===== src/rtl/cmpl_pkg.sv =====
// constants for the comparator gate and set-reset latch block
`default_nettype none

package cmpl_pkg;

  // ------------------------------------------------------------------
  // register byte offsets
  // ------------------------------------------------------------------
  localparam logic [3:0] CMP2_CTRL_OFS  = 4'h0;
  localparam logic [3:0] AUX_CTRL_OFS   = 4'h4;
  localparam logic [3:0] LATCH_CTRL_OFS = 4'h8;

  // ------------------------------------------------------------------
  // field positions
  // ------------------------------------------------------------------
  localparam int CMP2_ON_BIT        = 7;
  localparam int CMP2_RESULT_BIT    = 6;
  localparam int CMP2_PIN_DRIVE_BIT = 5;
  localparam int CMP2_INVERT_BIT    = 4;
  localparam int CMP2_REF_SEL_BIT   = 2;
  localparam int CMP2_INPUT_SEL_LSB = 0;
  localparam int MIRROR_CMP1_BIT    = 7;
  localparam int MIRROR_CMP2_BIT    = 6;
  localparam int GATE_SRC_SEL_BIT   = 1;
  localparam int CMP2_SYNC_EN_BIT   = 0;
  localparam int LATCH_CFG_LSB      = 6;
  localparam int LATCH_SET_BIT      = 3;
  localparam int LATCH_RESET_BIT    = 2;

  // ------------------------------------------------------------------
  // reset values and write masks
  // ------------------------------------------------------------------
  localparam logic [7:0] CMP2_CTRL_RST  = 8'h00;
  localparam logic [7:0] AUX_CTRL_RST   = 8'h02;
  localparam logic [1:0] LATCH_CFG_RST  = 2'h0;
  localparam logic [7:0] CMP2_CTRL_WMSK = 8'hb7;
  localparam logic [7:0] AUX_CTRL_WMSK  = 8'h03;

  // ------------------------------------------------------------------
  // bus responses and register selectors
  // ------------------------------------------------------------------
  localparam logic [1:0] RESP_OKAY   = 2'h0;
  localparam logic [1:0] RESP_SLVERR = 2'h2;

  typedef enum logic [3:0] {
    REG_NONE  = 4'h1,
    REG_CMP2  = 4'h2,
    REG_AUX   = 4'h4,
    REG_LATCH = 4'h8
  } cmpl_reg_type;

endpackage

`default_nettype wire


===== src/rtl/cmpl_sync3.sv =====
// three-stage pin synchroniser with agreement filter
`default_nettype none

module cmpl_sync3
  import cmpl_pkg::*;
#(
  parameter int W = 1
) (
  // clock and reset
  input  wire logic         aclk,
  input  wire logic         aresetn,
  // asynchronous inputs and filtered levels
  input  wire logic [W-1:0] async_in,
  output var  logic [W-1:0] level_out
);

  logic [W-1:0] ff1_r;
  logic [W-1:0] ff2_r;
  logic [W-1:0] ff3_r;
  logic [W-1:0] agree;

  // ------------------------------------------------------------------
  // synchroniser chain
  // ------------------------------------------------------------------
  // first stage feeds only the second stage
  always_ff @(posedge aclk) begin
    if (!aresetn) begin
      ff1_r <= '0;
      ff2_r <= '0;
      ff3_r <= '0;
    end else begin
      ff1_r <= async_in;
      ff2_r <= ff1_r;
      ff3_r <= ff2_r;
    end
  end

  // a change counts once stage two and three agree
  assign agree = ~(ff2_r ^ ff3_r);

  always_ff @(posedge aclk) begin
    if (!aresetn) begin
      level_out <= '0;
    end else begin
      level_out <= (agree & ff2_r) | (~agree & level_out);
    end
  end

endmodule

`default_nettype wire


===== src/rtl/cmpl_sr_latch.sv =====
// reset-dominant set-reset latch with combinational outputs
`default_nettype none

module cmpl_sr_latch
  import cmpl_pkg::*;
(
  // clock and reset
  input  wire logic aclk,
  input  wire logic aresetn,
  // latch inputs, active high
  input  wire logic set_in,
  input  wire logic reset_in,
  // latch outputs
  output logic      q,
  output logic      q_n
);

  logic q_r;

  // outputs follow set and reset at once, no clock edge needed
  always_comb begin
    if (reset_in) begin
      q = 1'b0;
    end else if (set_in) begin
      q = 1'b1;
    end else begin
      q = q_r;
    end
  end

  assign q_n = ~q;

  // holds the state once both inputs fall low
  always_ff @(posedge aclk) begin
    if (!aresetn) begin
      q_r <= 1'b0;
    end else begin
      q_r <= q;
    end
  end

endmodule

`default_nettype wire


===== src/rtl/cmpl_top.sv =====
// comparator 2 control, timer gating and set-reset latch routing
`default_nettype none

module cmpl_top
  import cmpl_pkg::*;
#(
  parameter int ADDR_W = 4,
  parameter int LVL_W  = 8,
  parameter int PORT_W = 8
) (
  // clock and reset
  input  wire logic                 aclk,
  input  wire logic                 aresetn,

  // axi4-lite write address
  input  wire logic [ADDR_W-1:0]    s_axi_awaddr,
  input  wire logic                 s_axi_awvalid,
  output logic                      s_axi_awready,
  // axi4-lite write data
  input  wire logic [31:0]          s_axi_wdata,
  input  wire logic [3:0]           s_axi_wstrb,
  input  wire logic                 s_axi_wvalid,
  output logic                      s_axi_wready,
  // axi4-lite write response
  output var  logic [1:0]           s_axi_bresp,
  output var  logic                 s_axi_bvalid,
  input  wire logic                 s_axi_bready,
  // axi4-lite read address
  input  wire logic [ADDR_W-1:0]    s_axi_araddr,
  input  wire logic                 s_axi_arvalid,
  output logic                      s_axi_arready,
  // axi4-lite read data
  output var  logic [31:0]          s_axi_rdata,
  output var  logic [1:0]           s_axi_rresp,
  output var  logic                 s_axi_rvalid,
  input  wire logic                 s_axi_rready,

  // sampled analog levels, aclk domain
  input  wire logic [LVL_W-1:0]     noninv_ref_lvl,
  input  wire logic [LVL_W-1:0]     noninv_pin_lvl,
  input  wire logic [4*LVL_W-1:0]   shared_analog_pin_lvl,

  // comparator 1 side, aclk domain
  input  wire logic                 cmp1_result,
  input  wire logic                 cmp1_pin_drive_ok,

  // comparator pin logic
  input  wire logic                 pin_direction_c1,
  input  wire logic                 pin_direction_c2,
  output var  logic                 pin1_out,
  output var  logic                 pin1_oe,
  output var  logic                 pin2_out,
  output var  logic                 pin2_oe,

  // digital port read path
  input  wire logic [PORT_W-1:0]    port_pin_in,
  input  wire logic [PORT_W-1:0]    port_analog_sel,
  output var  logic [PORT_W-1:0]    port_read_data,

  // general-purpose timer side
  input  wire logic                 tmr_clk_pin,
  input  wire logic                 timer_gate_pin,
  input  wire logic                 timer_on,
  input  wire logic                 timer_gate_en,
  output var  logic                 cmp2_synced_out,
  output var  logic                 timer_gate,
  output var  logic                 timer_count_en
);

  // ------------------------------------------------------------------
  // declarations
  // ------------------------------------------------------------------
  localparam int SYNC_W = PORT_W + 2;

  // register state
  logic [7:0]        cmp2_ctrl_r;
  logic [7:0]        aux_ctrl_r;
  logic [1:0]        latch_out_cfg_r;
  logic              latch_set_pulse_r;
  logic              latch_reset_pulse_r;

  // decoded control fields
  logic              cmp2_on;
  logic              cmp2_pin_drive;
  logic              cmp2_invert;
  logic              cmp2_ref_sel;
  logic [1:0]        cmp2_input_sel;
  logic              gate_source_sel;
  logic              cmp2_sync_en;

  // comparator datapath
  logic [LVL_W-1:0]  cmp2_noninv_in;
  logic [LVL_W-1:0]  cmp2_inv_in;
  logic              cmp2_result_r;
  logic              cmp2_capture_r;

  // synchronised pins
  logic [SYNC_W-1:0] sync_level;
  logic [PORT_W-1:0] port_level;
  logic              tmr_clk_level;
  logic              gate_pin_level;
  logic              tmr_clk_prev_r;
  logic              tmr_clk_fall;
  logic              gate_sel;

  // latch
  logic              latch_set;
  logic              latch_reset;
  logic              latch_q;
  logic              latch_q_n;

  // write and read channels
  logic              aw_hold_r;
  logic [ADDR_W-1:0] aw_addr_r;
  logic              w_hold_r;
  logic [7:0]        w_data_r;
  logic              w_lane0_r;
  logic              do_write;
  cmpl_reg_type      wr_sel;
  cmpl_reg_type      rd_sel;
  logic [7:0]        rd_byte;

  // ------------------------------------------------------------------
  // address decode
  // ------------------------------------------------------------------
  // maps a byte address to a register selector
  function automatic cmpl_reg_type reg_decode(
    input logic [ADDR_W-1:0] addr
  );
    cmpl_reg_type sel;
    sel = REG_NONE;
    if (addr == ADDR_W'(CMP2_CTRL_OFS)) begin
      sel = REG_CMP2;
    end else if (addr == ADDR_W'(AUX_CTRL_OFS)) begin
      sel = REG_AUX;
    end else if (addr == ADDR_W'(LATCH_CTRL_OFS)) begin
      sel = REG_LATCH;
    end
    return sel;
  endfunction

  // ------------------------------------------------------------------
  // control field aliases
  // ------------------------------------------------------------------
  assign cmp2_on         = cmp2_ctrl_r[CMP2_ON_BIT];
  assign cmp2_pin_drive  = cmp2_ctrl_r[CMP2_PIN_DRIVE_BIT];
  assign cmp2_invert     = cmp2_ctrl_r[CMP2_INVERT_BIT];
  assign cmp2_ref_sel    = cmp2_ctrl_r[CMP2_REF_SEL_BIT];
  assign cmp2_input_sel  = cmp2_ctrl_r[CMP2_INPUT_SEL_LSB +: 2];
  assign gate_source_sel = aux_ctrl_r[GATE_SRC_SEL_BIT];
  assign cmp2_sync_en    = aux_ctrl_r[CMP2_SYNC_EN_BIT];

  // ------------------------------------------------------------------
  // write channel
  // ------------------------------------------------------------------
  // address and data are taken in either order
  assign s_axi_awready = ~aw_hold_r & ~s_axi_bvalid;
  assign s_axi_wready  = ~w_hold_r & ~s_axi_bvalid;
  assign do_write      = aw_hold_r & w_hold_r & ~s_axi_bvalid;
  assign wr_sel        = reg_decode(aw_addr_r);

  // holds the write address until the write is done
  always_ff @(posedge aclk) begin
    if (!aresetn) begin
      aw_hold_r <= 1'b0;
      aw_addr_r <= '0;
    end else if (s_axi_awvalid && s_axi_awready) begin
      aw_hold_r <= 1'b1;
      aw_addr_r <= s_axi_awaddr;
    end else if (do_write) begin
      aw_hold_r <= 1'b0;
    end
  end

  // holds the low data byte and its strobe
  always_ff @(posedge aclk) begin
    if (!aresetn) begin
      w_hold_r  <= 1'b0;
      w_data_r  <= 8'h00;
      w_lane0_r <= 1'b0;
    end else if (s_axi_wvalid && s_axi_wready) begin
      w_hold_r  <= 1'b1;
      w_data_r  <= s_axi_wdata[7:0];
      w_lane0_r <= s_axi_wstrb[0];
    end else if (do_write) begin
      w_hold_r <= 1'b0;
    end
  end

  // write response, slave error for unmapped addresses
  always_ff @(posedge aclk) begin
    if (!aresetn) begin
      s_axi_bvalid <= 1'b0;
      s_axi_bresp  <= RESP_OKAY;
    end else if (do_write) begin
      s_axi_bvalid <= 1'b1;
      s_axi_bresp  <= (wr_sel == REG_NONE) ? RESP_SLVERR : RESP_OKAY;
    end else if (s_axi_bready) begin
      s_axi_bvalid <= 1'b0;
    end
  end

  // ------------------------------------------------------------------
  // registers
  // ------------------------------------------------------------------
  // comparator 2 control, result bit is read-only
  always_ff @(posedge aclk) begin
    if (!aresetn) begin
      cmp2_ctrl_r <= CMP2_CTRL_RST;
    end else if (do_write && w_lane0_r && wr_sel == REG_CMP2) begin
      cmp2_ctrl_r <= w_data_r & CMP2_CTRL_WMSK;
    end
  end

  // gate source and sync enable
  always_ff @(posedge aclk) begin
    if (!aresetn) begin
      aux_ctrl_r <= AUX_CTRL_RST;
    end else if (do_write && w_lane0_r && wr_sel == REG_AUX) begin
      aux_ctrl_r <= w_data_r & AUX_CTRL_WMSK;
    end
  end

  // routing field, unlatched mode after reset
  always_ff @(posedge aclk) begin
    if (!aresetn) begin
      latch_out_cfg_r <= LATCH_CFG_RST;
    end else if (do_write && w_lane0_r && wr_sel == REG_LATCH) begin
      latch_out_cfg_r <= w_data_r[LATCH_CFG_LSB +: 2];
    end
  end

  // pulse bits last one cycle after the write
  always_ff @(posedge aclk) begin
    if (!aresetn) begin
      latch_set_pulse_r   <= 1'b0;
      latch_reset_pulse_r <= 1'b0;
    end else if (do_write && w_lane0_r && wr_sel == REG_LATCH) begin
      latch_set_pulse_r   <= w_data_r[LATCH_SET_BIT];
      latch_reset_pulse_r <= w_data_r[LATCH_RESET_BIT];
    end else begin
      latch_set_pulse_r   <= 1'b0;
      latch_reset_pulse_r <= 1'b0;
    end
  end

  // ------------------------------------------------------------------
  // read channel
  // ------------------------------------------------------------------
  assign s_axi_arready = ~s_axi_rvalid;
  assign rd_sel        = reg_decode(s_axi_araddr);

  // read mux; reads have no side effects on any state
  always_comb begin
    rd_byte = 8'h00;
    unique case (rd_sel)
      REG_CMP2: begin
        rd_byte = cmp2_ctrl_r;
        rd_byte[CMP2_RESULT_BIT] = cmp2_result_r;
      end
      REG_AUX: begin
        rd_byte = aux_ctrl_r;
        rd_byte[MIRROR_CMP1_BIT] = cmp1_result;
        rd_byte[MIRROR_CMP2_BIT] = cmp2_result_r;
      end
      REG_LATCH: begin
        rd_byte[LATCH_CFG_LSB +: 2] = latch_out_cfg_r;
        rd_byte[LATCH_SET_BIT]      = latch_set_pulse_r;
        rd_byte[LATCH_RESET_BIT]    = latch_reset_pulse_r;
      end
      REG_NONE: begin
        rd_byte = 8'h00;
      end
      default: begin
        rd_byte = 8'h00;
      end
    endcase
  end

  // read data and response, held until taken
  always_ff @(posedge aclk) begin
    if (!aresetn) begin
      s_axi_rvalid <= 1'b0;
      s_axi_rdata  <= 32'h0000_0000;
      s_axi_rresp  <= RESP_OKAY;
    end else if (s_axi_arvalid && s_axi_arready) begin
      s_axi_rvalid <= 1'b1;
      s_axi_rdata  <= {24'h00_0000, rd_byte};
      s_axi_rresp  <= (rd_sel == REG_NONE) ? RESP_SLVERR : RESP_OKAY;
    end else if (s_axi_rready) begin
      s_axi_rvalid <= 1'b0;
    end
  end

  // ------------------------------------------------------------------
  // comparator 2 evaluation
  // ------------------------------------------------------------------
  // source selection for both comparator inputs
  assign cmp2_noninv_in = cmp2_ref_sel ? noninv_ref_lvl
                                       : noninv_pin_lvl;
  assign cmp2_inv_in    =
    shared_analog_pin_lvl[cmp2_input_sel * LVL_W +: LVL_W];

  // result reads 0 while the comparator is off
  always_ff @(posedge aclk) begin
    if (!aresetn) begin
      cmp2_result_r <= 1'b0;
    end else begin
      cmp2_result_r <= cmp2_on &
        ((cmp2_noninv_in > cmp2_inv_in) ^ cmp2_invert);
    end
  end

  // ------------------------------------------------------------------
  // pin synchronisers
  // ------------------------------------------------------------------
  cmpl_sync3 #(
    .W (SYNC_W)
  ) u_sync (
    .aclk      (aclk),
    .aresetn   (aresetn),
    .async_in  ({timer_gate_pin, tmr_clk_pin, port_pin_in}),
    .level_out (sync_level)
  );

  assign port_level     = sync_level[PORT_W-1:0];
  assign tmr_clk_level  = sync_level[PORT_W];
  assign gate_pin_level = sync_level[PORT_W+1];

  // analog pins read back as zero
  always_ff @(posedge aclk) begin
    if (!aresetn) begin
      port_read_data <= '0;
    end else begin
      port_read_data <= port_level & ~port_analog_sel;
    end
  end

  // ------------------------------------------------------------------
  // timer clock capture
  // ------------------------------------------------------------------
  // the timer clock seen here is already prescaled
  always_ff @(posedge aclk) begin
    if (!aresetn) begin
      tmr_clk_prev_r <= 1'b0;
    end else begin
      tmr_clk_prev_r <= tmr_clk_level;
    end
  end

  // timer counts on rise, so capture on fall
  assign tmr_clk_fall = tmr_clk_prev_r & ~tmr_clk_level;

  always_ff @(posedge aclk) begin
    if (!aresetn) begin
      cmp2_capture_r <= 1'b0;
    end else if (tmr_clk_fall) begin
      cmp2_capture_r <= cmp2_result_r;
    end
  end

  // captured or pass-through result
  assign cmp2_synced_out = cmp2_sync_en ? cmp2_capture_r
                                        : cmp2_result_r;

  // ------------------------------------------------------------------
  // timer gate
  // ------------------------------------------------------------------
  // 1 selects the gate pin, 0 the synced comparator result
  assign gate_sel = gate_source_sel ? gate_pin_level
                                    : cmp2_synced_out;

  // gating only matters while the timer runs with gate enabled
  always_ff @(posedge aclk) begin
    if (!aresetn) begin
      timer_gate     <= 1'b0;
      timer_count_en <= 1'b0;
    end else begin
      timer_gate     <= gate_sel;
      timer_count_en <= timer_on & (~timer_gate_en | gate_sel);
    end
  end

  // ------------------------------------------------------------------
  // set-reset latch
  // ------------------------------------------------------------------
  assign latch_set   = cmp1_result | latch_set_pulse_r;
  assign latch_reset = cmp2_result_r | latch_reset_pulse_r;

  cmpl_sr_latch u_latch (
    .aclk     (aclk),
    .aresetn  (aresetn),
    .set_in   (latch_set),
    .reset_in (latch_reset),
    .q        (latch_q),
    .q_n      (latch_q_n)
  );

  // ------------------------------------------------------------------
  // pin output muxes
  // ------------------------------------------------------------------
  // routing bit 0 puts q on pin 1, bit 1 puts q_n on pin 2
  always_ff @(posedge aclk) begin
    if (!aresetn) begin
      pin1_out <= 1'b0;
      pin2_out <= 1'b0;
    end else begin
      pin1_out <= latch_out_cfg_r[0] ? latch_q : cmp1_result;
      pin2_out <= latch_out_cfg_r[1] ? latch_q_n : cmp2_result_r;
    end
  end

  // pin 2 drive needs drive bit, on bit and output direction; pin 1 needs cmp1_pin_drive_ok and output direction
  always_ff @(posedge aclk) begin
    if (!aresetn) begin
      pin1_oe <= 1'b0;
      pin2_oe <= 1'b0;
    end else begin
      pin1_oe <= cmp1_pin_drive_ok & ~pin_direction_c1;
      pin2_oe <= cmp2_pin_drive & cmp2_on & ~pin_direction_c2;
    end
  end

endmodule

`default_nettype wire


===== config.mk =====
export PLATFORM = sky130hd
export DESIGN_NAME = cmpl_top
export DESIGN_NICKNAME = d
export VERILOG_FILES = /design/src/rtl/cmpl_pkg.sv /design/src/rtl/cmpl_sync3.sv /design/src/rtl/cmpl_sr_latch.sv /design/src/rtl/cmpl_top.sv
export SDC_FILE = /design/constraint.sdc
export NUM_CORES = 1
export LEC_CHECK = 0
export BUFFER_PORTS_ARGS = -buffer_cell sky130_fd_sc_hd__buf_2
export CAP_MARGIN = 25
export CORE_AREA = 2 2 109 111
export DETAILED_ROUTE_END_ITERATION = 6
export DIE_AREA = 0 0 111 113
export GPL_TIMING_DRIVEN = 0
export PLACE_DENSITY_LB_ADDON = 0.3
export SLEW_MARGIN = 25
export SYNTH_ARGS = -nofsm -noshare
export SYNTH_HDL_FRONTEND = slang
export SYNTH_SLANG_ARGS = --single-unit

===== constraint.sdc =====
create_clock -name aclk -period 2.5 [get_ports aclk]
set_clock_uncertainty 0.15 [all_clocks]
set_input_delay 0 -clock aclk [delete_from_list [all_inputs] [get_ports aclk]]
set_output_delay 0 -clock aclk [all_outputs]
set_load 0.02 [all_outputs]

==> qor.csv <==
metric;value;unit
worst_ep_required_time;2.62;ns
drt-vias-per-instance;4.53;
pre_cts_slack;-0.107;ns
h-tree-depth;3;
fp.dieW;111;um
routed-via-count;3409;
avgSynthCellArea;9.80;um2
synth_most_common_cell;sky130_fd_sc_hd__dfxtp_1;
area.growth.synth_to_final;43.4;%
synth_cells;397;
globalRoute.totalOverflow;0;
ys_seq_elements;97;
final_routed_wirelength;9910;um
clock_tree_from_tritoncts;yes;
share_of_post_route_cells_with_drive_strength_above_1;0.325;
hpwlAfterDp;7090;um
design.core.area;11300;um2
groute.usage.overall;0.159;
detailedRoute.firstIterationViolations;106;
period_needed;2.38;ns
synth_top_family_by_area;simple AND/OR/NAND/NOR gates;
drv_slew;0;
clk_path_buf_depth;2;
mappedNetlistArea;3890;um2
maxCapViolations;0;
top_level_ports;179;
clk_latency;0.34;ns
synthesis.yosys.warnings;0;
cts_num_sinks;97;
antenna_left;0;
gp_routability_congestion;0.847;
buffer_ports.inserted;124;
post_synth_main_area_contributors;sky130_fd_sc_hd__dfxtp_1 50%, sky130_fd_sc_hd__and2_1 5.6%, sky130_fd_sc_hd__mux2i_1 5.4%, sky130_fd_sc_hd__buf_4 5.0%, sky130_fd_sc_hd__mux4_2 4.6%;
insertedDiodeCount;0;
floorplan.die_area;12500;um2
fp-row-count;39;
ys_seq_area_frac;0.499;
final-seq-area;1950;um2
post_drt_wl_per_cell;13.2;um
synthArstFlopShare;0;
synth_flop_cell;sky130_fd_sc_hd__dfxtp_1;
synth_edf_count;0;
setup-violations-final;0;
synth_top_area_cell;sky130_fd_sc_hd__dfxtp_1;
power.leakage;2.50;nW
global_route_wire_length_before_repair;15900;um
synth-xor-area-share;0;
synth_simple_gate_area_frac;0.192;
period_share;0.954;
worstSetupPathType;reg2reg;
power.density;596;nW/um2
vdd_drop_max;0.437;mV
worst_hold_slack;0.0223;ns
max-slew-margin-rel;0.574;
ys_types;38;
multi_input_logic_area;1740;um2
final_critical_path_setup_slack;0.115;ns
run_status;complete, no violations;
floorplan.initialDensity;0.345;
cts-buffers-inserted;9;
grt_max_degree;18;
drc_errors;0;
clock-root-buffer;sky130_fd_sc_hd__clkbuf_16;
dieHeight;113;um
synthDominantCellAreaShare;0.499;
fillCellCount;1050;
critPathMaxFanout;5;
timing.fmax;419;MHz
min_path_type;in2reg;
cp_data_arrival_time;2.51;ns
synth.area.mux_share;0.124;
clkTransAtPathRegs;0.07;ns
synth_adder_area_share;0.0257;
firstDrtPassIters;4;
initial_antenna_violation_count;0;
first_global_vias;3308;
setup.worst_path.start_class;register;
end_kind;register;
timing_worst_slew_pin_value;0.639;ns
nets_final;735;
synth.cells.most_frequent;97 x sky130_fd_sc_hd__dfxtp_1, 40 x sky130_fd_sc_hd__nand2_1, 35 x sky130_fd_sc_hd__and2_1;
number_of_endpoints_with_negative_hold_slack_in_the_final_report;0;
synth_compound_gate_area_share;0.0814;
## final cells by class
cell class / instances / area share
buffer: 40 / 0.0464
clock inverter: 6 / 0.00919
multi-input combinational: 271 / 0.313
clock buffer: 10 / 0.0428
timing repair buffer: 173 / 0.200
inverter: 12 / 0.00807
tap: 143 / 0.0321
sequential: 97 / 0.349
## per-layer routing
metal	GRT usage	vias to the layer above	wire (um)
met5	0	-	0
met4	0.0725	0	251
met3	0.0364	21	672
met2	0.290	148	4960
met1	0.178	1526	4020
li1	-	1714	-
## worst max-delay path: stages (launching register included)
cell and delay (ns):
sky130_fd_sc_hd__dfxtp_4 0.37, sky130_fd_sc_hd__buf_8 0.12, sky130_fd_sc_hd__buf_4 0.11, sky130_fd_sc_hd__mux4_2 0.49, sky130_fd_sc_hd__ha_1 0.29, sky130_fd_sc_hd__nand4_1 0.10
sky130_fd_sc_hd__o21a_1 0.20, sky130_fd_sc_hd__or3_1 0.36, sky130_fd_sc_hd__a21oi_2 0.13
## cells by family after synthesis
group	after synthesis
buf+inv	54
compound gates	58
simple gates	142
fa+ha+maj	8
mux	37
other cells	1
flops	97
## stage by stage
stage / std cells / utilization / TNS, ns / instance area (um2) / power (mW)
after floorplan: 422 / - / 0 / 3980 / 1.87
after global placement: 689 / 0.424 / -0.0273 / 4780 / 1.99
after detailed placement: 689 / 0.424 / -0.107 / 4780 / 2.00
after CTS: 746 / 0.488 / 0 / 5500 / 3.37
after global routing: 752 / 0.495 / -0.00240 / 5580 / 3.48
final: 752 / 0.495 / 0 / 5580 / 3.33
## layout by cell type (no fill, tap or decap), types with 2 or more instances in the layout
cell type | Yosys | routed
sky130_fd_sc_hd__a21oi_1 | 34 | 33
sky130_fd_sc_hd__nor2b_1 | 3 | 3
sky130_fd_sc_hd__clkbuf_16 | 0 | 10
sky130_fd_sc_hd__buf_4 | 26 | 31
sky130_fd_sc_hd__nor3_1 | 7 | 7
sky130_fd_sc_hd__nor2_1 | 31 | 31
sky130_fd_sc_hd__o21ai_0 | 16 | 15
sky130_fd_sc_hd__buf_2 | 1 | 124
sky130_fd_sc_hd__buf_1 | 5 | 4
sky130_fd_sc_hd__or3_1 | 2 | 2
sky130_fd_sc_hd__nand4_1 | 2 | 2
sky130_fd_sc_hd__mux4_2 | 8 | 8
sky130_fd_sc_hd__clkinvlp_4 | 0 | 3
sky130_fd_sc_hd__and2_1 | 35 | 35
sky130_fd_sc_hd__ha_1 | 8 | 8
sky130_fd_sc_hd__conb_1 | 1 | 26
sky130_fd_sc_hd__inv_1 | 12 | 12
sky130_fd_sc_hd__clkbuf_1 | 10 | 9
sky130_fd_sc_hd__nand2b_1 | 2 | 2
sky130_fd_sc_hd__and3_1 | 2 | 2
sky130_fd_sc_hd__nor3b_1 | 9 | 9
sky130_fd_sc_hd__nand3_1 | 3 | 3
sky130_fd_sc_hd__dlygate4sd3_1 | 0 | 43
sky130_fd_sc_hd__dfxtp_1 | 97 | 94
sky130_fd_sc_hd__nand2_1 | 40 | 40
sky130_fd_sc_hd__dfxtp_2 | 0 | 2
sky130_fd_sc_hd__mux2i_1 | 21 | 21
sky130_fd_sc_hd__mux2_2 | 8 | 8
## power breakdown
group	leakage [nW]	switching, mW	internal, mW
Clock	0.133	0.597	0.713
Sequential	0.793	0.0280	1.59
Combinational	1.58	0.196	0.203
Total	2.50	0.821	2.51
## what timing repair did
action | 4_1_cts | 5_1_grt
setup endpoints to repair | 1 | 1
hold endpoints to repair | 43 | 0
cloned | 0 | 1
hold buffers | 43 | 0
gates resized for setup | 1 | 8
setup buffers | 0 | 5
## final timing paths
check	start	to	slack, ns	cells past startpoint
min	s_axi_araddr[0]	s_axi_rdata[0]$_SDFFE_PN0P_	0.02	5
max	cmp2_ctrl_r[0]$_SDFFE_PN0P_	cmp2_result_r$_SDFF_PN0_	0.12	8
max reg2reg	cmp2_ctrl_r[0]$_SDFFE_PN0P_	cmp2_result_r$_SDFF_PN0_	0.12	8
min reg2reg	u_sync.ff1_r[4]$_SDFF_PN0_	u_sync.ff2_r[4]$_SDFF_PN0_	0.28	1
Note: power is estimated with default switching activity, not from simulation.
